==> config.mk <==
export PLATFORM = sky130hd
export DESIGN_NAME = cfas_top
export DESIGN_NICKNAME = d
export VERILOG_FILES = /design/src/hw/cfas_pkg.sv /design/src/hw/cfas_top.sv
export SDC_FILE = /design/constraint.sdc
export NUM_CORES = 2
export LEC_CHECK = 0
export ABC_AREA = 1
export BUFFER_PORTS_ARGS = -buffer_cell sky130_fd_sc_hd__buf_4
export CORE_ASPECT_RATIO = 1.75
export CORE_MARGIN = 8
export CORE_UTILIZATION = 60
export CTS_BUF_LIST = sky130_fd_sc_hd__clkbuf_4
export DETAILED_ROUTE_END_ITERATION = 6
export PLACE_DENSITY = 0.81
export RECOVER_POWER = 50
export SETUP_SLACK_MARGIN = 0.4
export SLEW_MARGIN = 20
export SYNTH_ARGS = -nofsm -noshare
export SYNTH_HDL_FRONTEND = slang
export SYNTH_SLANG_ARGS = --single-unit
export TNS_END_PERCENT = 30
==> constraint.sdc <==
create_clock -name clk -period 14.2 [get_ports clk]
set_input_delay 1.42 -clock clk [delete_from_list [all_inputs] [get_ports clk]]
set_output_delay 1.42 -clock clk [all_outputs]
set_load 0.01 [all_outputs]
==> src/hw/cfas_pkg.sv <==
package cfas_pkg;

  // register byte offsets
  localparam logic [7:0] OFS_ACCUM_MODE_CONFIG  = 8'h00;
  localparam logic [7:0] OFS_OUTPUT_SUM_SIGN    = 8'h04;
  localparam logic [7:0] OFS_INT_STATUS_FIRST   = 8'h08;
  localparam logic [7:0] OFS_INT_MASK_FIRST     = 8'h0C;
  localparam logic [7:0] OFS_ACTIVE_NL_THR      = 8'h10;
  localparam logic [7:0] OFS_REACTIVE_NL_THR    = 8'h14;
  localparam logic [7:0] OFS_INT_STATUS_SECOND  = 8'h18;
  localparam logic [7:0] OFS_NOLOAD_PHASE_STATE = 8'h1C;
  localparam logic [7:0] OFS_INT_MASK_SECOND    = 8'h20;
  localparam logic [7:0] OFS_APPARENT_NL_THR    = 8'h24;

  // reset values
  localparam logic [7:0]  RST_ACCUM_MODE = 8'h00;
  localparam logic [31:0] RST_MASK       = 32'h0000_0000;
  localparam logic [23:0] RST_NL_THR     = 24'h00_0000;

  // accumulation config fields
  localparam int ACT_FIELD_LSB   = 0;
  localparam int REACT_FIELD_LSB = 2;
  localparam logic [1:0] ACT_MODE_SIGNED    = 2'h0;
  localparam logic [1:0] ACT_MODE_ABSOLUTE  = 2'h3;
  localparam logic [1:0] REACT_MODE_SIGNED  = 2'h0;
  localparam logic [1:0] REACT_MODE_SIGNADJ = 2'h2;

  // output path type selections
  localparam logic [2:0] SEL_ACTIVE    = 3'h0;
  localparam logic [2:0] SEL_REACTIVE  = 3'h1;
  localparam logic [2:0] SEL_APPARENT  = 3'h2;
  localparam logic [2:0] SEL_REACTIVE2 = 3'h4;

  // first status / mask bits, path 1..3
  localparam int BIT_PATH1_SIGN_CHANGE = 9;
  localparam int BIT_PATH2_SIGN_CHANGE = 13;
  localparam int BIT_PATH3_SIGN_CHANGE = 18;
  // sum sign bits, path 1..3
  localparam int BIT_PATH1_SUM_SIGN = 3;
  localparam int BIT_PATH2_SUM_SIGN = 7;
  localparam int BIT_PATH3_SUM_SIGN = 8;
  // second status / mask bits
  localparam int BIT_ACT_REACT_NOLOAD = 0;
  localparam int BIT_APPARENT_NOLOAD  = 2;
  // no-load phase state field positions
  localparam int ACT_REACT_STATE_LSB = 0;
  localparam int APPARENT_STATE_LSB  = 6;

  // datapath widths
  localparam int PWR_W = 28;
  localparam int THR_W = 24;
  localparam int SUM_W = 31;

endpackage

==> src/hw/cfas_top.sv <==
// Operation
// - active mode 00 accumulates active power signed
// - active mode 11 accumulates active magnitudes
// - reactive field used for types 001/100
// - mode 10 flips reactive with negative active
// - sign sampled at threshold hit, changes detected
// - sign-change flag set at next falling pulse
// - sum sign bits updated with flag set
// - masked sign-change flags pull first pin low
// - write one clears flag, releases first pin
// - no-load when both magnitudes at or under thresholds
// - negative thresholds disable active/reactive no-load
// - thresholds read zero-padded, sign-extended to 28
// - no-load transitions set flag and state bits
// - masked no-load flag pulls second pin low
// - apparent no-load when magnitude at or under threshold
// - negative apparent threshold disables detection
// - apparent transitions set flag and state bits
// - masked apparent flag pulls second pin low
// - write one clears no-load flag, releases pin
`timescale 1ns/1ps
module cfas_top
  import cfas_pkg::*;
(
  // clock and reset
  input  wire logic                    clk,
  input  wire logic                    rst,
  // apb slave
  input  wire logic                    psel,
  input  wire logic                    penable,
  input  wire logic                    pwrite,
  input  wire logic [7:0]              paddr,
  input  wire logic [31:0]             pwdata,
  output logic      [31:0]             prdata,
  output logic                         pready,
  output logic                         pslverr,
  // per-phase powers from the signal processor
  input  wire logic                    sample_valid,
  input  wire logic signed [PWR_W-1:0] act_pwr_a,
  input  wire logic signed [PWR_W-1:0] act_pwr_b,
  input  wire logic signed [PWR_W-1:0] act_pwr_c,
  input  wire logic signed [PWR_W-1:0] react_pwr_a,
  input  wire logic signed [PWR_W-1:0] react_pwr_b,
  input  wire logic signed [PWR_W-1:0] react_pwr_c,
  input  wire logic signed [PWR_W-1:0] app_pwr_a,
  input  wire logic signed [PWR_W-1:0] app_pwr_b,
  input  wire logic signed [PWR_W-1:0] app_pwr_c,
  // output path type selections
  input  wire logic [2:0]              path1_type_select,
  input  wire logic [2:0]              path2_type_select,
  input  wire logic [2:0]              path3_type_select,
  // pulse converter feedback per path
  input  wire logic                    path1_thr_hit,
  input  wire logic                    path2_thr_hit,
  input  wire logic                    path3_thr_hit,
  input  wire logic                    path1_acc_neg,
  input  wire logic                    path2_acc_neg,
  input  wire logic                    path3_acc_neg,
  input  wire logic                    path1_pulse_fall,
  input  wire logic                    path2_pulse_fall,
  input  wire logic                    path3_pulse_fall,
  // conditioned power sums to the pulse converter
  output logic signed [SUM_W-1:0]      path1_power_sum,
  output logic signed [SUM_W-1:0]      path2_power_sum,
  output logic signed [SUM_W-1:0]      path3_power_sum,
  output logic                         power_sum_valid,
  // interrupt pins
  output logic                         first_interrupt_pin_n,
  output logic                         second_interrupt_pin_n
);

  // sign-extend a threshold to the datapath width
  function automatic logic signed [PWR_W-1:0] sext_thr(input logic [THR_W-1:0] t);
    sext_thr = {{(PWR_W-THR_W){t[THR_W-1]}}, t};
  endfunction

  // magnitude with one guard bit so the most negative value stays exact
  function automatic logic signed [PWR_W:0] mag(input logic signed [PWR_W-1:0] v);
    logic signed [PWR_W:0] w;
    w = {v[PWR_W-1], v};
    mag = v[PWR_W-1] ? -w : w;
  endfunction

  // one phase's contribution to a path
  function automatic logic signed [PWR_W:0] contrib(
    input logic [2:0]              sel,
    input logic [1:0]              amode,
    input logic [1:0]              rmode,
    input logic signed [PWR_W-1:0] p,
    input logic signed [PWR_W-1:0] q,
    input logic signed [PWR_W-1:0] s,
    input logic                    nl_ar,
    input logic                    nl_app
  );
    logic signed [PWR_W:0] pw;
    logic signed [PWR_W:0] qw;
    pw = {p[PWR_W-1], p};
    qw = {q[PWR_W-1], q};
    contrib = '0;
    case (sel)
      SEL_ACTIVE:
        if (!nl_ar)
          contrib = (amode == ACT_MODE_ABSOLUTE) ? mag(p) : pw;
      SEL_REACTIVE, SEL_REACTIVE2:
        if (!nl_ar)
          contrib = (rmode == REACT_MODE_SIGNADJ && p[PWR_W-1]) ? -qw : qw;
      SEL_APPARENT:
        if (!nl_app)
          contrib = {s[PWR_W-1], s};
      default:
        contrib = '0;
    endcase
  endfunction

  // registers
  logic [7:0]       accum_mode_q;
  logic [31:0]      mask_first_q;
  logic [31:0]      mask_second_q;
  logic [THR_W-1:0] act_thr_q;
  logic [THR_W-1:0] react_thr_q;
  logic [THR_W-1:0] app_thr_q;
  logic [2:0]       sign_change_q;
  logic [2:0]       sum_sign_q;
  logic [2:0]       last_sign_q;
  logic [2:0]       sign_pend_q;
  logic             ar_flag_q;
  logic             app_flag_q;
  logic [2:0]       ar_state_q;
  logic [2:0]       app_state_q;

  // packed views of the per-phase and per-path inputs
  logic signed [PWR_W-1:0] p_ph [3];
  logic signed [PWR_W-1:0] q_ph [3];
  logic signed [PWR_W-1:0] s_ph [3];
  logic [2:0]              sel_p [3];
  logic [2:0]              thr_hit;
  logic [2:0]              acc_neg;
  logic [2:0]              pfall;
  assign p_ph[0]  = act_pwr_a;
  assign p_ph[1]  = act_pwr_b;
  assign p_ph[2]  = act_pwr_c;
  assign q_ph[0]  = react_pwr_a;
  assign q_ph[1]  = react_pwr_b;
  assign q_ph[2]  = react_pwr_c;
  assign s_ph[0]  = app_pwr_a;
  assign s_ph[1]  = app_pwr_b;
  assign s_ph[2]  = app_pwr_c;
  assign sel_p[0] = path1_type_select;
  assign sel_p[1] = path2_type_select;
  assign sel_p[2] = path3_type_select;
  assign thr_hit  = {path3_thr_hit, path2_thr_hit, path1_thr_hit};
  assign acc_neg  = {path3_acc_neg, path2_acc_neg, path1_acc_neg};
  assign pfall    = {path3_pulse_fall, path2_pulse_fall, path1_pulse_fall};

  // apb decode
  logic acc;
  logic wr_fire;
  assign acc     = psel & penable;
  assign wr_fire = acc & pready & pwrite;

  // status register views
  logic [31:0] status_first;
  logic [31:0] status_second;
  logic [15:0] sign_reg;
  logic [15:0] nl_reg;
  always_comb
  begin
    status_first = '0;
    status_first[BIT_PATH1_SIGN_CHANGE] = sign_change_q[0];
    status_first[BIT_PATH2_SIGN_CHANGE] = sign_change_q[1];
    status_first[BIT_PATH3_SIGN_CHANGE] = sign_change_q[2];
    status_second = '0;
    status_second[BIT_ACT_REACT_NOLOAD] = ar_flag_q;
    status_second[BIT_APPARENT_NOLOAD]  = app_flag_q;
    sign_reg = '0;
    sign_reg[BIT_PATH1_SUM_SIGN] = sum_sign_q[0];
    sign_reg[BIT_PATH2_SUM_SIGN] = sum_sign_q[1];
    sign_reg[BIT_PATH3_SUM_SIGN] = sum_sign_q[2];
    nl_reg = '0;
    nl_reg[ACT_REACT_STATE_LSB +: 3] = ar_state_q;
    nl_reg[APPARENT_STATE_LSB +: 3]  = app_state_q;
  end

  // read mux
  logic [31:0] rd_d;
  logic        err_d;
  always_comb
  begin
    rd_d  = '0;
    err_d = 1'b0;
    case (paddr)
      OFS_ACCUM_MODE_CONFIG:  rd_d = {24'h00_0000, accum_mode_q};
      OFS_OUTPUT_SUM_SIGN:    rd_d = {16'h0000, sign_reg};
      OFS_INT_STATUS_FIRST:   rd_d = status_first;
      OFS_INT_MASK_FIRST:     rd_d = mask_first_q;
      OFS_ACTIVE_NL_THR:      rd_d = {4'h0, sext_thr(act_thr_q)};
      OFS_REACTIVE_NL_THR:    rd_d = {4'h0, sext_thr(react_thr_q)};
      OFS_INT_STATUS_SECOND:  rd_d = status_second;
      OFS_NOLOAD_PHASE_STATE: rd_d = {16'h0000, nl_reg};
      OFS_INT_MASK_SECOND:    rd_d = mask_second_q;
      OFS_APPARENT_NL_THR:    rd_d = {4'h0, sext_thr(app_thr_q)};
      default:                err_d = 1'b1;
    endcase
  end

  // apb answer, one wait cycle in the access phase
  always_ff @(posedge clk or posedge rst)
  begin
    if (rst)
    begin
      pready  <= 1'b0;
      pslverr <= 1'b0;
      prdata  <= '0;
    end
    else
    begin
      pready  <= acc & ~pready;
      pslverr <= acc & ~pready & err_d;
      if (acc & ~pready)
        prdata <= pwrite ? 32'h0000_0000 : rd_d;
    end
  end

  // software-written configuration
  always_ff @(posedge clk or posedge rst)
  begin
    if (rst)
    begin
      accum_mode_q  <= RST_ACCUM_MODE;
      mask_first_q  <= RST_MASK;
      mask_second_q <= RST_MASK;
      act_thr_q     <= RST_NL_THR;
      react_thr_q   <= RST_NL_THR;
      app_thr_q     <= RST_NL_THR;
    end
    else if (wr_fire)
    begin
      case (paddr)
        OFS_ACCUM_MODE_CONFIG: accum_mode_q  <= pwdata[7:0];
        OFS_INT_MASK_FIRST:    mask_first_q  <= pwdata;
        OFS_INT_MASK_SECOND:   mask_second_q <= pwdata;
        OFS_ACTIVE_NL_THR:     act_thr_q     <= pwdata[THR_W-1:0];
        OFS_REACTIVE_NL_THR:   react_thr_q   <= pwdata[THR_W-1:0];
        OFS_APPARENT_NL_THR:   app_thr_q     <= pwdata[THR_W-1:0];
        default:               ;
      endcase
    end
  end

  // no-load comparisons per phase, negative thresholds never match
  logic [2:0] ar_nl_now;
  logic [2:0] app_nl_now;
  always_comb
  begin
    for (int i = 0; i < 3; i++)
    begin
      ar_nl_now[i] = !act_thr_q[THR_W-1] && !react_thr_q[THR_W-1]
                     && (mag(p_ph[i]) <= {1'b0, sext_thr(act_thr_q)})
                     && (mag(q_ph[i]) <= {1'b0, sext_thr(react_thr_q)});
      app_nl_now[i] = !app_thr_q[THR_W-1]
                      && (mag(s_ph[i]) <= {1'b0, sext_thr(app_thr_q)});
    end
  end

  // no-load state, updated on each sample
  always_ff @(posedge clk or posedge rst)
  begin
    if (rst)
    begin
      ar_state_q  <= 3'h0;
      app_state_q <= 3'h0;
    end
    else if (sample_valid)
    begin
      ar_state_q  <= ar_nl_now;
      app_state_q <= app_nl_now;
    end
  end

  // no-load flags, transitions set, write-one clears, set wins
  logic ar_set;
  logic app_set;
  logic clr_second;
  assign ar_set     = sample_valid && (ar_nl_now != ar_state_q);
  assign app_set    = sample_valid && (app_nl_now != app_state_q);
  assign clr_second = wr_fire && (paddr == OFS_INT_STATUS_SECOND);
  always_ff @(posedge clk or posedge rst)
  begin
    if (rst)
    begin
      ar_flag_q  <= 1'b0;
      app_flag_q <= 1'b0;
    end
    else
    begin
      if (ar_set)
        ar_flag_q <= 1'b1;
      else if (clr_second && pwdata[BIT_ACT_REACT_NOLOAD])
        ar_flag_q <= 1'b0;
      if (app_set)
        app_flag_q <= 1'b1;
      else if (clr_second && pwdata[BIT_APPARENT_NOLOAD])
        app_flag_q <= 1'b0;
    end
  end

  // sign tracking at threshold hits, pending until falling pulse
  logic [2:0] sign_chg;
  assign sign_chg = thr_hit & (acc_neg ^ last_sign_q);
  always_ff @(posedge clk or posedge rst)
  begin
    if (rst)
    begin
      last_sign_q <= 3'h0;
      sign_pend_q <= 3'h0;
      sum_sign_q  <= 3'h0;
    end
    else
    begin
      for (int i = 0; i < 3; i++)
      begin
        if (thr_hit[i])
          last_sign_q[i] <= acc_neg[i];
        if (sign_chg[i])
          sign_pend_q[i] <= 1'b1;
        else if (pfall[i])
          sign_pend_q[i] <= 1'b0;
        if (pfall[i] && sign_pend_q[i])
          sum_sign_q[i] <= last_sign_q[i];
      end
    end
  end

  // sign-change flags, set at falling pulse, write-one clears, set wins
  logic [2:0] clr_first;
  assign clr_first = (wr_fire && (paddr == OFS_INT_STATUS_FIRST))
                     ? {pwdata[BIT_PATH3_SIGN_CHANGE], pwdata[BIT_PATH2_SIGN_CHANGE],
                        pwdata[BIT_PATH1_SIGN_CHANGE]}
                     : 3'h0;
  always_ff @(posedge clk or posedge rst)
  begin
    if (rst)
      sign_change_q <= 3'h0;
    else
      sign_change_q <= (pfall & sign_pend_q) | (sign_change_q & ~clr_first);
  end

  // interrupt pins, active low
  always_ff @(posedge clk or posedge rst)
  begin
    if (rst)
    begin
      first_interrupt_pin_n  <= 1'b1;
      second_interrupt_pin_n <= 1'b1;
    end
    else
    begin
      first_interrupt_pin_n  <= ~|(status_first & mask_first_q);
      second_interrupt_pin_n <= ~|(status_second & mask_second_q);
    end
  end

  // conditioned path sums toward the pulse converter
  logic signed [SUM_W-1:0] sum_d [3];
  always_comb
  begin
    for (int j = 0; j < 3; j++)
    begin
      sum_d[j] = '0;
      for (int i = 0; i < 3; i++)
        sum_d[j] = sum_d[j] + SUM_W'(contrib(sel_p[j],
                     accum_mode_q[ACT_FIELD_LSB +: 2], accum_mode_q[REACT_FIELD_LSB +: 2],
                     p_ph[i], q_ph[i], s_ph[i], ar_nl_now[i], app_nl_now[i]));
    end
  end

  // path sums registered on each sample
  always_ff @(posedge clk or posedge rst)
  begin
    if (rst)
    begin
      path1_power_sum <= '0;
      path2_power_sum <= '0;
      path3_power_sum <= '0;
      power_sum_valid <= 1'b0;
    end
    else
    begin
      power_sum_valid <= sample_valid;
      if (sample_valid)
      begin
        path1_power_sum <= sum_d[0];
        path2_power_sum <= sum_d[1];
        path3_power_sum <= sum_d[2];
      end
    end
  end

endmodule

==> results of run 1 <==
[cells by family after synthesis]
kind of cell             after synthesis  share of synthesized area (%)
multiplexers                          25                          0.655
flip-flops                           294                           18.4
AND/OR/NAND/NOR                     3267                           34.8
XOR/XNOR                             192                           4.23
buffers and inverters               1035                           10.2
adder cells (fa/ha/maj)              444                           15.5
AO/OA/AOI/OAI                       1152                           16.3
[Yosys cell counts, types with 90 or more instances]
cell / count / area share (%)
o22ai_1: 90 / 1.4
dfrtp_1: 292 / 18
a21oi_1: 235 / 2.9
inv_1: 737 / 6.9
ha_1: 354 / 11
clkbuf_1: 166 / 1.6
nand4_1: 92 / 1.4
xor2_1: 149 / 3.3
nand3_1: 556 / 6.9
o21ai_0: 529 / 6.6
fa_1: 90 / 4.5
nor2_1: 701 / 6.6
nand2_1: 1672 / 16
[through the flow]
stage	setup slack, ns	std cells	instance area [um2]
3_5_place_dp	5.77	7521	43800
4_1_cts	6.75	7637	44700
3_3_place_gp	5.86	7521	43800
2_1_floorplan	4.66	6409	40100
[routing by layer]
layer / overflow / global-route usage [%]
met5: 0 / 4.83
met4: 11 / 65.8
met3: 0 / 32.1
met1: 0 / 56.2
met2: 8 / 86.1
==> impl_results.md, run 1 <==
- Run status: aborted with a tool error
- Fail Step: global routing (5_1_grt)
- Error: [ERROR GRT-0116] Global routing finished with congestion. Check the congestion regions in the DRC Viewer.
- Largest net degree at the start of global routing: 102
- Synth unique cells: 68
- Register area share after synthesis: 18.4%
- Syn_area_per_cell: 6.26 um2
- Yosys warnings: 0
- I/O Buffers: 445
- DP Wirelength: 170 mm
- Clock buffer depth: 3
- Die width: 211 um
- Synthesized Nets: 7169
- Initial core utilization: 60.5%
- Primary FF master, synth: dfrtp_1
- H-tree depth: 3
- Mapped Cells: 6409
- First-pass GRT wire length: 335 mm
- Vias in the first global route: 50898
- I/O Pins: 446
- #FFs+latches synth: 294
- Post-synth EDFFs: 0
- Async S/R FF share, synth: 100%
- Post-Syn Area: 40100 um2
- Global placer's final weighted congestion: 1.24
- # rows: 125
- Die H: 358 um
- Grt total ovfl: 19
- Setup Buffers After CTS: 0
- Num CTS Buffers: 68
- CTS hold repair buffers: 0
- # resized after CTS: 0
- CTS Sinks: 294
- Clock Tree Root: clkbuf_4
- Tot GR Track Use: 59.5%
==> run 2: changes to the inputs <==
CORE_ASPECT_RATIO = not set   (was 1.75)
CORE_UTILIZATION = 40   (was 60)
CTS_BUF_LIST = not set   (was sky130_fd_sc_hd__clkbuf_4)
PLACE_DENSITY = not set   (was 0.81)
PLACE_DENSITY_LB_ADDON = 0.15   (was not set)
SETUP_SLACK_MARGIN = not set   (was 0.4)
==> run 2 against run 1 <==
Against the previous run: synthesized cell count stayed put; the flow now finishes, with violations (max-capacitance violations, max-slew violations); area after synthesis stayed put.
==> impl_results.md, run 2 <==
- Run status: complete, but fails checks
- Failing checks: max-capacitance violations, max-slew violations
- Setup CP Type: input port to flop
- Placed cell count: 7931
- First-pass GRT wire length: 306 mm
- R2R Setup Slk: 6.85 ns
- Worst min path class: flop to flop
- Syn_area_per_cell: 6.26 um2
- Clock transition at the registers of the reported paths: 0.07 ns
- Most used cell, CP: nand2_1
- I/O Pins: 446
- Nets@finish: 7432
- VDD IR max: 0.0756 mV
- Most frequent cells in the layout: nand2_1, inv_1, nor2_1
- Largest regs: mask_first_q x32, mask_second_q x32, prdata x32
- Tmin final: 8.44 ns
- Mapped Cells: 6409
- Post-synth EDFFs: 0
- Grt total ovfl: 0
- H-tree depth: 2
- Register area share after synthesis: 18.4%
- Setup TNS: 0 ns
- Yosys top cell area share: 18.2%
- Vias in the first global route: 42544
- Critical path's largest stage delay: 0.81 ns
- Post-Route WL: 219 mm
- Clock Skew: 0.0442 ns
- Post-DR vias/cell: 5.87
- Largest net degree at the start of global routing: 114
- Most common cell in the netlist: nand2_1
- Setup Buffers After CTS: 0
- Unrepaired setup endpoints after global routing: false
- Fillcell total: 10851
- Residual DRC count: 0
- Vias: 47014
- Leak: 22.2 nW
- Final ANT Viol Nets: 0
- Async S/R FF share, synth: 100%
- Top cells by area, synth: dfrtp_1, nand2_1, ha_1
- TritonCTS clock tree: yes
- Synth unique cells: 68
- CP max FO: 64
- Area Overhead vs Synth: 12.2%
- Die width: 333 um
- Final non-filler cell total: 8009
- CP Data Required Time: 14.70 ns
- Core footprint: 99700 um2
- Post-Syn Area: 40100 um2
- Max-Cap Viols: 4
- Crit end category: flop
- TritonRoute pass-1 iters: 7
- #FFs+latches synth: 294
- Power Density: 86.7 nW/um2
- Synthesized Nets: 7169
- Num CTS Buffers: 37
- CTS hold repair buffers: 0
- Die H: 333 um
- CTS Sinks: 294
- Commonest cells in the netlist: nand2_1, inv_1, nor2_1
- Worst slew margin: -263%
- Yosys warnings: 0
- Slowest stage cell, crit path: clkinv_1
- Tot GR Track Use: 37.4%
- Final Setup Violations: 0
- Period utilization: 59.5%
- Global placer's final weighted congestion: 1.09
- Worst-Skew Late Latency: 0.62 ns
- Layout cells sized above 1: 8.75%
- Final slew viol count: 271
- Drt first-iter violations: 6242
- DP Wirelength: 179 mm
- Fin. Hold Viols: 0
- Routed WL per cell: 27.3 um
- Clock buffer depth: 3
- # rows: 116
- CP Launch Type: input port
- Clock Tree Root: clkbuf_16
- Initial antenna violation count: 18
- Worst Path Buf+Inv: 7
- I/O Buffers: 445
- # resized after CTS: 0
- Slew @ Worst Pin: 5.42 ns
- Yosys top cell by area: dfrtp_1
- Initial core utilization: 40.2%
- Commonest non-fill, non-tap cell in the layout: nand2_1
- CP top delay family: simple AND/OR/NAND/NOR gates
- CP arrival: 8.95 ns
- DIE AREA: 111000 um2
- Primary FF master, synth: dfrtp_1
- Fmax: 118 MHz
==> run 2: cell counts after synthesis <==
No cell type changed its count.
==> run 2: logic make-up (layout without fill, tap and decap cells) <==
family | Yosys count | count (layout) | synth area share [%]
other | 0 | 15 | 0
buffers and inverters | 1035 | 1322 | 10.2
and+or+nand+nor | 3267 | 3267 | 34.8
adders and majority gates | 444 | 444 | 15.5
DFF | 294 | 294 | 18.4
xor gates and xnor gates | 192 | 192 | 4.23
AOI/OAI and AO/OA | 1152 | 1152 | 16.3
muxes | 25 | 25 | 0.655
==> run 2: stage by stage <==
step	utilization, %	hold slack [ns]	worst slack [ns]	instance area, um2	total power [W]
after floorplan	-	0.401	4.66	40100	0.00211
after global placement	44.4	0.437	5.42	44300	0.00298
after detailed placement	44.4	0.445	5.39	44300	0.00298
after CTS	45.6	0.455	6.03	45500	0.00395
after global routing	45.1	0.472	5.32	45000	0.00410
final	45.1	0.456	5.76	45000	0.00390
==> run 2: layer usage <==
metal | up-vias | track usage (%) | part of all wire (%)
met4 | 6 | 21.9 | 7.2
li1 | 21665 | - | -
met2 | 2705 | 55.3 | 41
met5 | - | 0 | 0.020
met3 | 497 | 8.91 | 11
met1 | 22141 | 49.5 | 41
==> run 2: layout make-up <==
cell class	count	area (um2)	share of cell area [%]
clock buffers	51	1020	2.26
diodes	15	37.5	0.0834
clock inverters	12	173	0.384
repair buffers	487	3130	6.96
inverters	772	2900	6.44
flip-flops and latches	294	7360	16.4
multi-input cells	5080	28800	63.9
well taps	1298	1620	3.61
==> run 2: final timing paths <==
kind | to | cells after the start | startpoint
setup reg to reg | path2_power_sum[29]$_DFFE_PP0P_ | 32 | act_thr_q[23]$_DFFE_PP0P_
min in group asynchronous | path1_power_sum[0]$_DFFE_PP0P_ | 2 | rst
max in group asynchronous | prdata[12]$_DFFE_PP0P_ | 4 | rst
hold reg to reg | first_interrupt_pin_n$_DFF_PP1_ | 1 | mask_first_q[9]$_DFFE_PP0P_
hold / removal | first_interrupt_pin_n$_DFF_PP1_ | 1 | mask_first_q[9]$_DFFE_PP0P_
setup / recovery | path2_power_sum[29]$_DFFE_PP0P_ | 34 | react_pwr_a[27]
==> run 2: where the power goes <==
| part | total, W | switching, W | internal [W] | leakage [nW] |
|---|---|---|---|---|
| Combinational | 0.00193 | 0.00133 | 0.000601 | 17.8 |
| Sequential | 0.00101 | 0.0000688 | 0.000942 | 3.87 |
| Clock | 0.000959 | 0.000414 | 0.000545 | 0.570 |
==> run 2: worst register-to-register path: cells and delay by family, from the launching register on <==
family,cells,cell delay [ns]
AND/OR/NAND/NOR,17,2.53
adder cells (fa/ha/maj),4,1.65
AO/OA/AOI/OAI,4,0.87
flip-flops,1,0.39
buffers and inverters,7,1.82
No activity file was read; power rests on OpenSTA's default activity.
